[config.mk]
export PLATFORM = sky130hd
export DESIGN_NAME = cpu_alu_regfile_stack_core
export DESIGN_NICKNAME = d
export VERILOG_FILES = /design/src/cpu_core_pkg.sv /design/src/mul_unit.sv /design/src/cpu_alu_regfile_stack_core.sv
export SDC_FILE = /design/constraint.sdc
export NUM_CORES = 1
export LEC_CHECK = 0
export BUFFER_PORTS_ARGS = -buffer_cell sky130_fd_sc_hd__buf_2
export CAP_MARGIN = 15
export CORE_MARGIN = 2
export CORE_UTILIZATION = 45
export CTS_CLUSTER_DIAMETER = 80
export DETAILED_ROUTE_END_ITERATION = 16
export GPL_TIMING_DRIVEN = 0
export HOLD_SLACK_MARGIN = 0.1
export PLACE_DENSITY_LB_ADDON = 0.08
export SYNTH_ARGS = -nofsm -noshare
export SYNTH_HDL_FRONTEND = slang
export SYNTH_SLANG_ARGS = --single-unit
[constraint.sdc]
create_clock -name clk_sys -period 11.6 [get_ports clk_sys]
set_input_delay 1.16 -clock clk_sys [delete_from_list [all_inputs] [get_ports clk_sys]]
set_output_delay 1.16 -clock clk_sys [all_outputs]
set_load 0.01 [all_outputs]
[src/cpu_core_pkg.sv]
// Overview of operation
// RQ1: register or immediate arithmetic completes in one cycle
// RQ2: flags refreshed after each arithmetic/logic operation
// RQ3: 8-bit and 16-bit arithmetic plus logic, bits
// RQ4: 8x8 multiply, signed/unsigned/mixed, integer and fractional
// RQ5: every multiply takes exactly two clock cycles
// RQ6: fetch address counter is zero after reset
// RQ7: instructions are one or two 16-bit words
// RQ8: stack pointer resets to top of internal SRAM
// RQ9: stack pointer is two bytes, I/O read/write
// RQ10: push stores then decrements; pop increments
// RQ11: call and interrupt entry push return address
// RQ12: return address two bytes, three above 128KB
// RQ13: returns pop saved address into fetch counter
// RQ14: low-byte pointer write blocks interrupts four instructions; the code ends the block early at any other I/O write
// RQ15: software keeps stack pointer above SRAM base
// RQ16: flags never saved or restored by hardware
// RQ17: 32x8 register file, 8/16-bit read/write schemes
// RQ18: three register pairs form 16-bit pointers
// RQ19: internal SRAM begins at data address 0x2000
package cpu_core_pkg;
  localparam int RF_DEPTH = 32;
  localparam int FETCH_W = 22;
  localparam logic [FETCH_W-1:0] FETCH_RST = 22'h000000;
  localparam logic [15:0] SRAM_BASE = 16'h2000;
  localparam logic [15:0] SRAM_TOP_RST = 16'h3FFF;
  localparam int PROG_KB_RST = 128;
  localparam int RET_SPLIT_KB = 128;
  localparam logic [5:0] IO_STACK_LO = 6'h3D;
  localparam logic [5:0] IO_STACK_HI = 6'h3E;
  localparam logic [5:0] IO_FLAGS = 6'h3F;
  localparam logic [7:0] FLAGS_RST = 8'h00;
  localparam logic [2:0] GUARD_INSTR = 3'h4;
  localparam logic [4:0] MUL_LO = 5'h00;
  localparam logic [4:0] MUL_HI = 5'h01;
  localparam logic [4:0] PTR_A_LO = 5'h1A;
  localparam logic [4:0] PTR_B_LO = 5'h1C;
  localparam logic [4:0] PTR_C_LO = 5'h1E;
  localparam int FLAG_C = 0;
  localparam int FLAG_Z = 1;
  localparam int FLAG_N = 2;
  localparam int FLAG_V = 3;
  localparam int FLAG_S = 4;
  localparam int FLAG_H = 5;

  typedef enum logic [3:0] {
    OP_NOP = 4'b0000, OP_ALU = 4'b0001, OP_ALU16 = 4'b0010,
    OP_MUL = 4'b0011, OP_PUSH = 4'b0100, OP_POP = 4'b0101,
    OP_CALL = 4'b0110, OP_INTR = 4'b0111,
    OP_RETURN_FROM_CALL = 4'b1000, OP_RETURN_FROM_INTERRUPT = 4'b1001
  } op_kind_t;

  typedef enum logic [3:0] {
    FN_ADD = 4'b0000, FN_ADC = 4'b0001, FN_SUB = 4'b0010,
    FN_SBC = 4'b0011, FN_AND = 4'b0100, FN_OR = 4'b0101,
    FN_XOR = 4'b0110, FN_COM = 4'b0111, FN_NEG = 4'b1000,
    FN_INC = 4'b1001, FN_DEC = 4'b1010, FN_LSR = 4'b1011,
    FN_ROR = 4'b1100, FN_ASR = 4'b1101, FN_SWAP = 4'b1110,
    FN_MOV = 4'b1111
  } alu_fn_t;

  // bit 2 selects fractional, low bits pick signedness
  typedef enum logic [2:0] {
    MK_UU = 3'b000, MK_SS = 3'b001, MK_SU = 3'b010,
    MK_FUU = 3'b100, MK_FSS = 3'b101, MK_FSU = 3'b110
  } mul_kind_t;

  typedef enum logic [2:0] {
    ST_IDLE = 3'b000, ST_MUL = 3'b001, ST_CALL = 3'b010,
    ST_POP = 3'b011, ST_WAIT = 3'b100, ST_CAP = 3'b101
  } state_t;

  typedef struct packed {
    logic valid;
    op_kind_t kind;
    alu_fn_t fn;
    mul_kind_t mk;
    logic [4:0] dst;
    logic [4:0] src;
    logic [7:0] imm;
    logic use_imm;
    logic wb;
    logic two_word;
    logic [FETCH_W-1:0] target;
  } op_req_t;

  typedef struct packed {
    logic valid;
    logic we;
    logic [5:0] addr;
    logic [7:0] wdata;
  } io_req_t;

  typedef struct packed {
    logic we;
    logic re;
    logic [15:0] addr;
    logic [7:0] wdata;
  } mem_req_t;
endpackage : cpu_core_pkg

[src/mul_unit.sv]
`timescale 1ns/1ps
module mul_unit
  import cpu_core_pkg::*;
(
  input wire logic clk_sys,
  input wire logic srst,
  input wire logic start,
  input wire mul_kind_t kind,
  input wire logic [7:0] a,
  input wire logic [7:0] b,
  output logic done,
  output logic [15:0] product,
  output logic carry
);
  logic signed [8:0] sa;
  logic signed [8:0] sb;
  logic signed [17:0] full;

  // sign extension by variant; mixed form treats b as unsigned
  always_comb begin
    sa = (kind[1:0] != 2'b00) ? {a[7], a} : {1'b0, a}; // [RQ4]
    sb = (kind[1:0] == 2'b01) ? {b[7], b} : {1'b0, b};
    full = sa * sb;
  end

  // one register stage: issue cycle plus result cycle
  always_ff @(posedge clk_sys) begin
    if (srst) begin
      done <= 1'b0;
      product <= 16'h0000;
      carry <= 1'b0;
    end else begin
      done <= start; // [RQ5]
      if (start) begin
        carry <= full[15];
        // fractional result is shifted left, carry from before shift
        product <= kind[2] ? {full[14:0], 1'b0} : full[15:0]; // [RQ4]
      end
    end
  end
endmodule : mul_unit

[src/cpu_alu_regfile_stack_core.sv]
`timescale 1ns/1ps
module cpu_alu_regfile_stack_core
  import cpu_core_pkg::*;
#(
  parameter logic [15:0] SRAM_TOP = SRAM_TOP_RST,
  parameter int PROG_KB = PROG_KB_RST
)(
  input wire logic clk_sys,
  input wire logic srst,
  input wire op_req_t op,
  input wire io_req_t io,
  input wire logic [7:0] mem_rdata,
  input wire logic [1:0] ptr_sel,
  output logic busy,
  output mem_req_t mem,
  output logic [7:0] io_rdata,
  output logic [FETCH_W-1:0] fetch_address_counter,
  output logic [15:0] stack_top_pointer,
  output logic [7:0] flag_register,
  output logic irq_block,
  output logic [15:0] ptr_value
);
  localparam int RET_BYTES = (PROG_KB > RET_SPLIT_KB) ? 3 : 2;
  localparam logic [1:0] RET_LAST = 2'(RET_BYTES - 1);
  localparam int RET_GAP = RET_BYTES - 1;

  if (SRAM_TOP < SRAM_BASE || PROG_KB < 1) begin : g_bad_param
    $error("stack top below sram base or bad program size");
  end

  logic [7:0] rf [RF_DEPTH];
  state_t state;
  state_t next_state;
  op_req_t held;
  logic take;
  logic [7:0] a;
  logic [7:0] b;
  logic [7:0] x;
  logic [7:0] y;
  logic [7:0] res;
  logic [8:0] sum;
  logic cin;
  logic [15:0] pair;
  logic [15:0] res16;
  logic [7:0] next_flags;
  logic [FETCH_W-1:0] next_fetch;
  logic [23:0] ret_addr;
  logic [1:0] byte_cnt;
  logic [2:0] guard;
  logic [2:0] next_guard;
  logic mul_done;
  logic mul_c;
  logic [15:0] mul_p;
  logic stack_lo_wr;

  function automatic logic [4:0] ptr_lo(input logic [1:0] sel);
    if (sel == 2'b00) return PTR_A_LO;
    else if (sel == 2'b01) return PTR_B_LO;
    else return PTR_C_LO;
  endfunction : ptr_lo

  // operand fetch straight from the array, single-cycle access
  assign take = op.valid && (state == ST_IDLE);
  assign a = rf[op.dst];
  assign b = op.use_imm ? op.imm : rf[op.src]; // [RQ1]
  assign pair = {rf[op.dst | 5'h01], rf[op.dst & 5'h1E]}; // [RQ17]
  assign next_fetch = fetch_address_counter +
                      FETCH_W'(op.two_word ? 2 : 1); // [RQ7]
  assign stack_lo_wr = io.valid && io.we && (io.addr == IO_STACK_LO);

  mul_unit u_mul (
    .clk_sys(clk_sys),
    .srst(srst),
    .start(take && op.kind == OP_MUL),
    .kind(op.mk),
    .a(a),
    .b(rf[op.src]),
    .done(mul_done),
    .product(mul_p),
    .carry(mul_c)
  );

  // result and flag computation for 8-bit and word operations
  always_comb begin
    cin = (op.fn == FN_ADC || op.fn == FN_SBC) ?
          flag_register[FLAG_C] : 1'b0;
    next_flags = flag_register;
    res = a;
    res16 = pair;
    x = (op.fn == FN_NEG) ? 8'h00 : a;
    y = (op.fn == FN_NEG) ? a : b;
    sum = 9'h000;
    if (op.kind == OP_ALU16) begin
      // word add/subtract of a 6-bit immediate on a pair [RQ3]
      res16 = (op.fn == FN_SUB) ? pair - {10'h000, op.imm[5:0]} :
                                  pair + {10'h000, op.imm[5:0]};
      next_flags[FLAG_C] = (op.fn == FN_SUB) ? res16[15] & ~pair[15] :
                                               ~res16[15] & pair[15];
      next_flags[FLAG_V] = (op.fn == FN_SUB) ? pair[15] & ~res16[15] :
                                               ~pair[15] & res16[15];
      next_flags[FLAG_N] = res16[15];
      next_flags[FLAG_Z] = (res16 == 16'h0000);
      next_flags[FLAG_S] = next_flags[FLAG_N] ^ next_flags[FLAG_V];
    end else begin
      case (op.fn)
        FN_ADD, FN_ADC: begin
          sum = {1'b0, a} + {1'b0, b} + {8'h00, cin};
          res = sum[7:0];
          next_flags[FLAG_C] = sum[8];
          next_flags[FLAG_H] = a[3] & b[3] | b[3] & ~res[3] |
                               ~res[3] & a[3];
          next_flags[FLAG_V] = a[7] & b[7] & ~res[7] |
                               ~a[7] & ~b[7] & res[7];
        end
        FN_SUB, FN_SBC, FN_NEG: begin
          sum = {1'b0, x} - {1'b0, y} - {8'h00, cin};
          res = sum[7:0];
          next_flags[FLAG_C] = sum[8];
          next_flags[FLAG_H] = ~x[3] & y[3] | y[3] & res[3] |
                               res[3] & ~x[3];
          next_flags[FLAG_V] = x[7] & ~y[7] & ~res[7] |
                               ~x[7] & y[7] & res[7];
        end
        FN_AND: res = a & b;
        FN_OR: res = a | b;
        FN_XOR: res = a ^ b;
        FN_COM: begin
          res = ~a;
          next_flags[FLAG_C] = 1'b1;
        end
        FN_INC: begin
          res = a + 8'h01;
          next_flags[FLAG_V] = (res == 8'h80);
        end
        FN_DEC: begin
          res = a - 8'h01;
          next_flags[FLAG_V] = (res == 8'h7F);
        end
        FN_LSR: begin
          res = {1'b0, a[7:1]};
          next_flags[FLAG_C] = a[0];
        end
        FN_ROR: begin
          res = {flag_register[FLAG_C], a[7:1]};
          next_flags[FLAG_C] = a[0];
        end
        FN_ASR: begin
          res = {a[7], a[7:1]};
          next_flags[FLAG_C] = a[0];
        end
        FN_SWAP: res = {a[3:0], a[7:4]};
        default: res = b;
      endcase
      // swap and move leave the flags alone, all others refresh [RQ2]
      if (op.fn != FN_SWAP && op.fn != FN_MOV) begin
        next_flags[FLAG_N] = res[7];
        // chained subtract keeps zero only if the lower byte was zero
        next_flags[FLAG_Z] = (op.fn == FN_SBC) ?
          (res == 8'h00) & flag_register[FLAG_Z] : (res == 8'h00);
        if (op.fn == FN_AND || op.fn == FN_OR || op.fn == FN_XOR ||
            op.fn == FN_COM) begin
          next_flags[FLAG_V] = 1'b0;
        end else if (op.fn == FN_LSR || op.fn == FN_ROR ||
                     op.fn == FN_ASR) begin
          next_flags[FLAG_V] = res[7] ^ a[0];
        end
        next_flags[FLAG_S] = next_flags[FLAG_N] ^ next_flags[FLAG_V];
      end
    end
  end

  // sequencing of multiply, return push and stack pops
  always_comb begin
    next_state = state;
    case (state)
      ST_IDLE: begin
        if (take) begin
          case (op.kind)
            OP_MUL: next_state = ST_MUL;
            OP_CALL, OP_INTR: next_state = ST_CALL;
            OP_POP, OP_RETURN_FROM_CALL,
            OP_RETURN_FROM_INTERRUPT: next_state = ST_POP;
            default: next_state = ST_IDLE;
          endcase
        end
      end
      ST_MUL: if (mul_done) next_state = ST_IDLE;
      ST_CALL: if (byte_cnt == RET_LAST) next_state = ST_IDLE;
      ST_POP: next_state = ST_WAIT;
      ST_WAIT: next_state = ST_CAP;
      ST_CAP: begin
        next_state = (held.kind != OP_POP && byte_cnt != RET_LAST) ?
                     ST_POP : ST_IDLE;
      end
      default: next_state = ST_IDLE;
    endcase
  end

  always_ff @(posedge clk_sys) begin
    if (srst) begin
      state <= ST_IDLE;
      busy <= 1'b0;
      held <= '0;
    end else begin
      state <= next_state;
      busy <= (next_state != ST_IDLE);
      if (take) held <= op;
    end
  end

  // return address bytes: counted out on push, shifted in on pop
  always_ff @(posedge clk_sys) begin
    if (srst) begin
      byte_cnt <= 2'b00;
      ret_addr <= 24'h000000;
    end else if (take) begin
      byte_cnt <= 2'b00;
      // interrupt entry resumes at the current address
      ret_addr <= (op.kind == OP_INTR) ? 24'(fetch_address_counter) :
                  (op.kind == OP_CALL) ? 24'(next_fetch) : 24'h000000;
    end else if (state == ST_CALL || state == ST_CAP) begin
      byte_cnt <= byte_cnt + 2'b01;
      if (state == ST_CAP) ret_addr <= {ret_addr[15:0], mem_rdata};
    end
  end

  // register file writes; one writer per cycle by construction
  always_ff @(posedge clk_sys) begin
    if (srst) begin
      for (int i = 0; i < RF_DEPTH; i++) rf[i] <= 8'h00;
    end else if (take && op.kind == OP_ALU && op.wb) begin
      rf[op.dst] <= res; // [RQ1]
    end else if (take && op.kind == OP_ALU16 && op.wb) begin
      rf[op.dst & 5'h1E] <= res16[7:0]; // [RQ17]
      rf[op.dst | 5'h01] <= res16[15:8];
    end else if (state == ST_MUL && mul_done) begin
      rf[MUL_LO] <= mul_p[7:0]; // [RQ5]
      rf[MUL_HI] <= mul_p[15:8];
    end else if (state == ST_CAP && held.kind == OP_POP) begin
      rf[held.dst] <= mem_rdata; // [RQ10]
    end
  end

  // flags: software write first so a hardware update wins the cycle
  always_ff @(posedge clk_sys) begin
    if (srst) begin
      flag_register <= FLAGS_RST;
    end else begin
      if (io.valid && io.we && io.addr == IO_FLAGS) begin
        flag_register <= io.wdata;
      end
      // call, interrupt entry and returns never touch flags [RQ16]
      if (take && (op.kind == OP_ALU || op.kind == OP_ALU16)) begin
        flag_register <= next_flags; // [RQ2]
      end else if (state == ST_MUL && mul_done) begin
        flag_register[FLAG_C] <= mul_c;
        flag_register[FLAG_Z] <= (mul_p == 16'h0000);
      end
    end
  end

  // stack pointer: I/O bytes first, stack motion overrides
  always_ff @(posedge clk_sys) begin
    if (srst) begin
      stack_top_pointer <= SRAM_TOP; // [RQ8] [RQ19]
    end else begin
      if (stack_lo_wr) stack_top_pointer[7:0] <= io.wdata; // [RQ9]
      if (io.valid && io.we && io.addr == IO_STACK_HI) begin
        stack_top_pointer[15:8] <= io.wdata; // [RQ9]
      end
      if ((take && op.kind == OP_PUSH) || state == ST_CALL) begin
        stack_top_pointer <= stack_top_pointer - 16'h0001; // [RQ10]
      end else if (state == ST_POP) begin
        stack_top_pointer <= stack_top_pointer + 16'h0001; // [RQ10]
      end
    end
  end

  // data memory strobes; pop reads the byte above the pointer
  always_ff @(posedge clk_sys) begin
    if (srst) begin
      mem <= '0;
    end else begin
      mem.we <= 1'b0;
      mem.re <= 1'b0;
      if (take && op.kind == OP_PUSH) begin
        mem.we <= 1'b1; // [RQ10]
        mem.addr <= stack_top_pointer;
        mem.wdata <= rf[op.src];
      end else if (state == ST_CALL) begin
        mem.we <= 1'b1; // [RQ11] [RQ12]
        mem.addr <= stack_top_pointer;
        mem.wdata <= ret_addr[{byte_cnt, 3'b000} +: 8];
      end else if (state == ST_POP) begin
        mem.re <= 1'b1; // [RQ13]
        mem.addr <= stack_top_pointer + 16'h0001;
      end
    end
  end

  // fetch address counter
  always_ff @(posedge clk_sys) begin
    if (srst) begin
      fetch_address_counter <= FETCH_RST; // [RQ6]
    end else if (take && op.kind == OP_CALL) begin
      fetch_address_counter <= op.target;
    end else if (take && op.kind == OP_INTR) begin
      fetch_address_counter <= op.target;
    end else if (take && op.kind != OP_RETURN_FROM_CALL &&
                 op.kind != OP_RETURN_FROM_INTERRUPT) begin
      fetch_address_counter <= next_fetch; // [RQ7]
    end else if (state == ST_CAP && held.kind != OP_POP &&
                 byte_cnt == RET_LAST) begin
      fetch_address_counter <= FETCH_W'({ret_addr[15:0], mem_rdata}); // [RQ13]
    end
  end

  // interrupt guard after a low-byte pointer write
  always_comb begin
    next_guard = guard;
    if (stack_lo_wr) begin
      next_guard = GUARD_INSTR; // [RQ14]
    end else if (io.valid && io.we) begin
      next_guard = 3'h0; // [RQ14]
    end else if (take && guard != 3'h0) begin
      next_guard = guard - 3'h1;
    end
  end

  always_ff @(posedge clk_sys) begin
    if (srst) begin
      guard <= 3'h0;
      irq_block <= 1'b0;
    end else begin
      guard <= next_guard;
      irq_block <= (next_guard != 3'h0);
    end
  end

  // I/O readback and pointer pair readback
  always_ff @(posedge clk_sys) begin
    if (srst) begin
      io_rdata <= 8'h00;
      ptr_value <= 16'h0000;
    end else begin
      ptr_value <= {rf[ptr_lo(ptr_sel) | 5'h01], rf[ptr_lo(ptr_sel)]}; // [RQ18]
      if (io.valid && !io.we && io.addr == IO_STACK_LO) begin
        io_rdata <= stack_top_pointer[7:0]; // [RQ9]
      end else if (io.valid && !io.we && io.addr == IO_STACK_HI) begin
        io_rdata <= stack_top_pointer[15:8];
      end else if (io.valid && !io.we && io.addr == IO_FLAGS) begin
        io_rdata <= flag_register;
      end else if (io.valid && !io.we) begin
        io_rdata <= 8'h00;
      end
    end
  end
endmodule : cpu_alu_regfile_stack_core

Word-level counts from Yosys, hierarchy flattened
Memories as Yosys holds them, arrays and structs flattened. A register that Yosys moved wholly into a read port is not among the register bits.
Index checks and enable logic that the tools add are counted.
Widths: inputs -> output; s select.
{"block": "totals", "inputBits": 83, "reg_bits": 141, "ram_bits": 256, "memories": 1}
{"name": "rf", "depth": 32, "width": 8, "read_ports": 6, "rd_ports_with_merged_regs": 2, "write_ports": 32, "line": "cpu_alu_regfile_stack_core.sv:31", "rtl": "logic [7:0] rf [RF_DEPTH];"}
{"block": "classes", "shifts": 1, "add_sub_neg": 13, "n_mux": 99, "multipliers": 1, "bitwise_logic": 43, "reduce_logical": 74, "eq_ne": 47}
{"cell": "$mux 8", "n": 18}
{"cell": "$mux 22", "n": 6}
{"cell": "$mux 16", "n": 6}
{"cell": "$mux 24", "n": 4}
{"cell": "$pmux 8 s12", "n": 1}
{"cell": "$eq 4x3->1 const B", "n": 9}
{"cell": "$eq 4x4->1 const B", "n": 9}
{"cell": "$mux 1", "n": 35}
{"cell": "$logic_not 16->1", "n": 2}
{"cell": "$reduce_or 8->1", "n": 4}
{"cell": "$mux 5", "n": 6}
{"cell": "$logic_and 1x1->1", "n": 27}
{"cell": "$shiftx 24x6->8", "n": 1}
{"cell": "$add 22x2->22", "n": 1}
{"cell": "$mux 3", "n": 7}
{"cell": "$reduce_bool 3->1", "n": 7}
{"cell": "$eq 6x6->1 const B", "n": 3}
{"cell": "$mux 9", "n": 2}
{"cell": "$pmux 3 s6", "n": 1}
{"cell": "$and 1x1->1", "n": 17}
{"cell": "$mux 17", "n": 1}
{"cell": "$add 16x1->16 const B", "n": 1}
{"cell": "$add 16x6->16", "n": 1}
{"cell": "$eq 4x2->1 const B", "n": 4}
{"cell": "other kinds (50)", "n": 105}

Depth between registers and ports, before layout
Gate-level depths: netlist of the first run.
An unclocked memory read counts as a cell.
{"block": "logic_depth", "word_depth": 17, "ltp_mapped": 34}

By module
A second synthesis of the first run with hierarchy kept.
{"block": "hier_totals", "hier_cells": 3217, "area_unflattened_um2": 30890.9}
{"module": "cpu_alu_regfile_stack_core", "n_inst": 1, "area_each_um2": 27372.5, "seq_area_each_um2": 10470.0, "cells_each": 2817}
{"module": "mul_unit", "n_inst": 1, "area_each_um2": 3518.4, "seq_area_each_um2": 360.3, "cells_each": 400}

Worst setup path after synthesis of the first run
No wires, ideal clock.
{"block": "synth_timing", "path_type": "input port to flip-flop", "startpoint": "in op[33] (netlist bit)", "endpoint": "reg u_mul.product[15]", "setup_slack_ns": 3.818, "n_path_buf": 4, "path_stages": 27, "t_arrival_ns": 7.712, "cell_sequence": "buf_2 > buf_2 > buf_2 > mux4_2 > mux4_2 > mux2_2 > clkbuf_1 > nand2_1 > fa_1 > fa_1 > inv_1 > fa_1 > fa_1 > inv_1 > fa_1 > inv_1 > ha_1 > a21oi_1 > o21bai_1 > a21oi_1 > o21bai_1 > a21oi_1 > o21bai_1 > a21oi_1 > xnor2_1 > mux2i_1 > a21oi_1"}
{"block": "synth_via", "elab_chain_len": 4}
{"element": "start, declared", "line": "cpu_alu_regfile_stack_core.sv:10", "rtl": "input wire op_req_t op,"}
{"element": "$mem_v2 32x8"}
{"element": "$mux 9", "line": "mul_unit.sv:22", "rtl": "sb = (kind[1:0] == 2'b01) ? {b[7], b} : {1'b0, b};"}
{"element": "$mul 9x9->16", "line": "mul_unit.sv:23", "rtl": "full = sa * sb;"}
{"element": "$mux 16", "line": "mul_unit.sv:37", "rtl": "product <= kind[2] ? {full[14:0], 1'b0} : full[15:0];"}
{"element": "end signal, assigned", "line": "mul_unit.sv:37"}
{"element": "end, declared", "line": "mul_unit.sv:12", "rtl": "output logic [15:0] product,"}
Every way passes these cells.
A chain may end at the register's enable or synchronous reset.

Final worst setup path of the first run
{"block": "layout_timing", "startpoint": "in op[34] (netlist bit)", "endpoint": "reg u_mul.product[15]"}
Same word-level chain as after synthesis.

==> results.yml, run 1 <==
layout:
  nNetsFinal: 3740
  fill_cells: 6518
  final_cells: 4422
  utilization_pct: 50.7
  drive_above_1_share_pct: 15.1
  syn_to_final_growth_pct: 11.8
  final_area_sq_mm: 0.0347
global_routing:
  antenna_found_initial: 1
  grt_pass1_vias: 28970
  overflow: 0
  grt_use_total_pct: 38.9
  globalRouteMet2Util_pct: 60.3
  grt_max_degree: 16
  grt_pass1_wl_microns: 200000
  grtUsageMet1_pct: 50.4
  grt_busiest_layer: "met2"
  gr-usage-met3_pct: 8.54
placed_design:
  placed_area_sq_mm: 0.0330
  placedCellCount: 4325
  port_buffers: 165
  hpwl_microns: 113000
  gp_congestion: 1.01
  pre_cts_slack_ps: 1850
synthesis:
  yosysTopAreaCellShare_pct: 24.8
  ys.flop_type: "edfxtp_1"
  yosysTopAreaCell: "edfxtp_1"
  seq_area_frac_synth_pct: 34.9
  synth_cells: 3273
  syn_area_sq_mm: 0.0311
  synth.avg_cell_area_sq_um: 9.49
  synth_nets: 3516
  yosys-top-cells-area: "edfxtp_1 25%, mux4_2 10%, dfxtp_1 10%"
  synth_edf_count: 256
  async_flop_share_pct: 0
  synth-seq-cells: 413
  yosys.cell_types.count: 98
  yosys_warnings: 0
power_and_ir_drop:
  p_total_mw: 5.13
  power_density_mw_per_mm2: 148
  ir_worst_vdd_mv: 0.116
  p_leak_nw: 13.3
cts:
  cts.sinks: 413
  clk_latency_ps: 650
  cts_tree: "built"
  cts_buffers: 49
  cts_setup_buffers: 0
  root_buffer: "clkbuf_16"
  cts_hold_buf: 0
  ctsResizeCount: 0
  clockBufferDepth: 3
  htree_levels: 2
  path_clk_slew_ps: 60
sta:
  fin_crit_ps: 9450
  tns_ps: 0
  slew_headroom_pct: 18.1
  max_freq_ghz: 0.106
  slew_viol_final: 0
  rsz0062_at_grt: "no"
  holdWs_ps: 456
  worstMarginPinSlew_ps: 1220
  fin_crit_sh_pct: 81.4
  setup_violations: 0
  finClkSkew_ps: 56.8
  setup_ws_ps: 2150
  timing.final.hold_violations: 0
floorplanning:
  fp.dieH_microns: 267
  num_rows: 96
  die_area_sq_mm: 0.0711
  initial_utilization_pct: 45.4
  io_pins: 181
  core-area_sq_mm: 0.0685
  die_x_microns: 267
status:
  status: "finished clean"
critical_path:
  crit_path_start: "op[34]"
  endpoint_kind: "flop"
  crit_required_ps: 12130
  path_max_fanout: 10
  start_kind: "input pin"
  critical_path_arrival_ps: 9980
  crit_type: "input pin to flop"
  rr_startpoint: "rf[31][3]"
route:
  avgRoutedWirePerCell_microns: 31.8
  drt-total-wl_microns: 141000
  drc: 0
  drtPass1Iterations: 7
  num_vias: 30138
  first_iter_violations: 3863
  ant_nets: 0
  post_drt_via_cell_ratio: 6.82
run:
  cap_violations: 0
min_path:
  holdCritPathClass: "flop to flop"
  worstHoldStart: "held[50]"
==> cell type report <==
| type | count | area [sq um] | area share (%) |
|---|---|---|---|
| inverter | 167 | 627 | 1.81 |
| clock inverter | 24 | 226 | 0.653 |
| tap | 882 | 1100 | 3.18 |
| buffer | 267 | 1180 | 3.40 |
| antenna | 2 | 5.00 | 0.0144 |
| sequential | 413 | 10800 | 31.2 |
| clock buffer | 68 | 1410 | 4.06 |
| timing repair buffer | 173 | 905 | 2.61 |
| multi-input combinational | 2426 | 18400 | 53.1 |
==> Yosys cell counts, types with 16 or more instances <==
cell / instances
nand2_1: 377
nor2_1: 285
o22ai_1: 277
edfxtp_1: 256
a21oi_1: 230
clkbuf_1: 192
inv_1: 159
dfxtp_1: 157
mux4_2: 143
mux2i_1: 107
ha_1: 90
o21ai_0: 76
fa_1: 70
nand3_1: 68
xnor2_1: 65
a211oi_1: 58
nor3_1: 57
xor2_1: 38
buf_2: 34
mux2_2: 34
and3_1: 30
and2_1: 27
a22oi_1: 26
nand2b_1: 25
o211ai_1: 22
a31oi_1: 21
o221ai_1: 21
or3_1: 19
nor2b_1: 18
buf_1: 17
nor3b_1: 16
==> metal layers <==
layer / vias up / wire length [microns] / part of all wire [%]
met5: - / 10 / 0.0071
met4: 2 / 8830 / 6.3
met3: 425 / 14100 / 10
met2: 1970 / 62800 / 45
met1: 15014 / 55000 / 39
li1: 12727 / - / -
==> critical path, stage by stage <==
cell and delay [ps]:
clkbuf_1 520, clkbuf_1 800, clkbuf_1 730, mux4_2 420
mux4_2 560, mux2_2 350, clkbuf_1 500, and2_1 370
fa_1 390, fa_1 500, fa_1 550, fa_1 500
inv_1 50, fa_1 500, inv_1 40, ha_1 310
a21oi_1 220, o21bai_1 90, a21oi_1 210, o21bai_1 90
a21oi_1 240, o21bai_1 90, a21oi_1 190, xnor2_1 250
mux2i_1 150, a21oi_1 170
==> where the power goes <==
part	switching, mW	internal (mW)
Clock	0.707	0.885
Sequential	0.0659	1.62
Combinational	1.19	0.662
Total	1.96	3.17
==> worst paths after layout <==
check | to | slack, ps | cells past startpoint
max | u_mul.product[15] | 2150 | 26
min | held[50] | 460 | 2
max reg2reg | u_mul.product[15] | 3670 | 26
min reg2reg | held[50] | 460 | 2
==> flip-flops by register name (all words and copies together) (netlist names) <==
signal	cells
busy	1
byte_cnt	2
fetch_address_counter	22
flag_register	8
guard	3
held	9
io_rdata	8
irq_block	1
mem	26
ptr_value	16
ret_addr	24
rf	256
stack_top_pointer	16
state	3
u_mul.carry	1
u_mul.done	1
u_mul.product	16
==> layout by cell type, fill, tap and decap left out, types with 107 or more instances in the layout <==
cell	Yosys	final
dfxtp_1	157	157
buf_2	34	199
nor2_1	285	285
mux4_2	143	143
clkbuf_1	192	202
o22ai_1	277	277
a21oi_1	230	230
nand2_1	377	377
mux2i_1	107	107
inv_1	159	159
edfxtp_1	256	256
==> cell families after synthesis <==
| group | after synthesis | synth area share (%) |
|---|---|---|
| buffers and inverters | 434 | 5.82 |
| and+or+nand+nor | 991 | 14.5 |
| DFF | 413 | 34.9 |
| adders and majority gates | 160 | 8.14 |
| muxes | 287 | 15.2 |
| xor gates and xnor gates | 103 | 2.91 |
| AOI/OAI and AO/OA | 885 | 18.5 |
Note: power is estimated with default switching activity, not from simulation.
==> run 2: changes to the inputs <==
==> constraint.sdc (replaced) <==
create_clock -name clk_sys -period 8.9 [get_ports clk_sys]
set_input_delay 0.89 -clock clk_sys [delete_from_list [all_inputs] [get_ports clk_sys]]
set_output_delay 0.89 -clock clk_sys [all_outputs]
set_load 0.01 [all_outputs]
==> results.yml, run 2 (synthesized netlist as in run 1, its figures left out) <==
status:
  status: "finished clean"
power_and_ir_drop:
  power_density_mw_per_mm2: 193
  p_total_mw: 6.68
  p_leak_nw: 13.3
  ir_worst_vdd_mv: 0.151
global_routing:
  grt_max_degree: 16
  grt_pass1_vias: 28970
  overflow: 0
  grt_use_total_pct: 38.9
  antenna_found_initial: 1
  grt_pass1_wl_microns: 200000
floorplanning:
  core-area_sq_mm: 0.0685
  num_rows: 96
  die_area_sq_mm: 0.0711
  fp.dieH_microns: 267
  initial_utilization_pct: 45.4
  io_pins: 181
  die_x_microns: 267
route:
  avgRoutedWirePerCell_microns: 31.8
  ant_nets: 0
  post_drt_via_cell_ratio: 6.80
  drt-total-wl_microns: 141000
  drtPass1Iterations: 6
  first_iter_violations: 3849
  drc: 0
  num_vias: 30080
layout:
  top_register: "rf"
  reg.largest.list: "rf x256, mem x26, ret_addr x24"
  largest_reg_flops: 256
  most-common-layout-cells: "377 x nand2_1, 285 x nor2_1, 277 x o22ai_1"
  layout_commonest_cell: "nand2_1"
  syn_to_final_growth_pct: 11.8
  nNetsFinal: 3740
  drive_above_1_share_pct: 15.2
  final_area_sq_mm: 0.0347
placed_design:
  placed_area_sq_mm: 0.0330
  port_buffers: 165
  gp_congestion: 1.01
  hpwl_microns: 113000
  pre_cts_slack_ps: -578
sta:
  slew_headroom_pct: 16.3
  slew_viol_final: 0
  finClkSkew_ps: 55.6
  timing.final.hold_violations: 0
  max_freq_ghz: 0.116
  fin_crit_sh_pct: 96.9
  worstMarginPinSlew_ps: 1250
  setup_ws_ps: 277
  fin_crit_ps: 8620
  setup_violations: 0
  rsz0062_at_grt: "no"
cts:
  cts_setup_buffers: 0
  cts.sinks: 413
  cts_tree: "built"
  cts_buffers: 49
  root_buffer: "clkbuf_16"
  htree_levels: 2
  clk_latency_ps: 650
  path_clk_slew_ps: 60
  clockBufferDepth: 3
critical_path:
  slowest_delay_ps: 980
  crit_type: "input pin to flop"
  cp_slowest_cell: "clkbuf_1"
  path_max_fanout: 10
  start_kind: "input pin"
  crit_required_ps: 9430
  endpoint_kind: "flop"
  critical_path_arrival_ps: 9150
min_path:
  holdCritPathClass: "flop to flop"
run:
  cap_violations: 0
run 2: what timing repair did:
action	in CTS	in global routing
resized for setup	0	9
setup endpoints to repair	0	4
endpoints found under the hold margin	0	0
hold buffers	0	0
run 2: power by group:
part           internal (mW)  switching (mW)
Clock                   1.15           0.922
Combinational          0.864            1.55
Sequential              2.11          0.0855
run 2: worst paths after layout:
kind	startpoint	end	slack, ps	cells past startpoint
max	op[34]	u_mul.product[15]	280	25
min	held[50]	held[50]	460	2
max reg2reg	rf[31][3]	u_mul.product[15]	1080	26
min reg2reg	held[50]	held[50]	460	2
run 2: layout make-up:
cell class / count / area (sq um)
Timing Repair Buffer: 173 / 905
Antenna cell: 2 / 5.00
Buffer: 267 / 1180
Sequential cell: 413 / 10800
Clock inverter: 24 / 226
Inverter: 167 / 627
Clock buffer: 68 / 1410
Fill cell: 6518 / 33800
Multi-Input combinational cell: 2426 / 18400
Tap cell: 882 / 1100
run 2: critical path, delay by kind of cell:
kind	cells	cell delay [ps]
xor+xnor	1	250
fa+ha+maj	6	2770
buf+inv	5	2090
compound gates	8	1280
mux	4	1470
simple gates	1	380
run 2: per-layer routing:
metal | part of all wire [%] | global-route usage, % | up-vias
met3 | 10 | 8.54 | 426
met1 | 39 | 50.4 | 14980
met5 | 0.0071 | 0 | -
met4 | 6.3 | 21.8 | 2
li1 | - | - | 12728
met2 | 45 | 60.3 | 1944
run 2: metrics by stage:
stage               util [%]  instances  hold slack [ps]  TNS (ps)
floorplan                  -       3273              431         0
global route            50.7       4420              474         0
global placement        48.2       4320              438     -2480
finish                  50.7       4422              456         0
detailed placement      48.2       4325              444     -1990
CTS                     50.6       4417              453         0
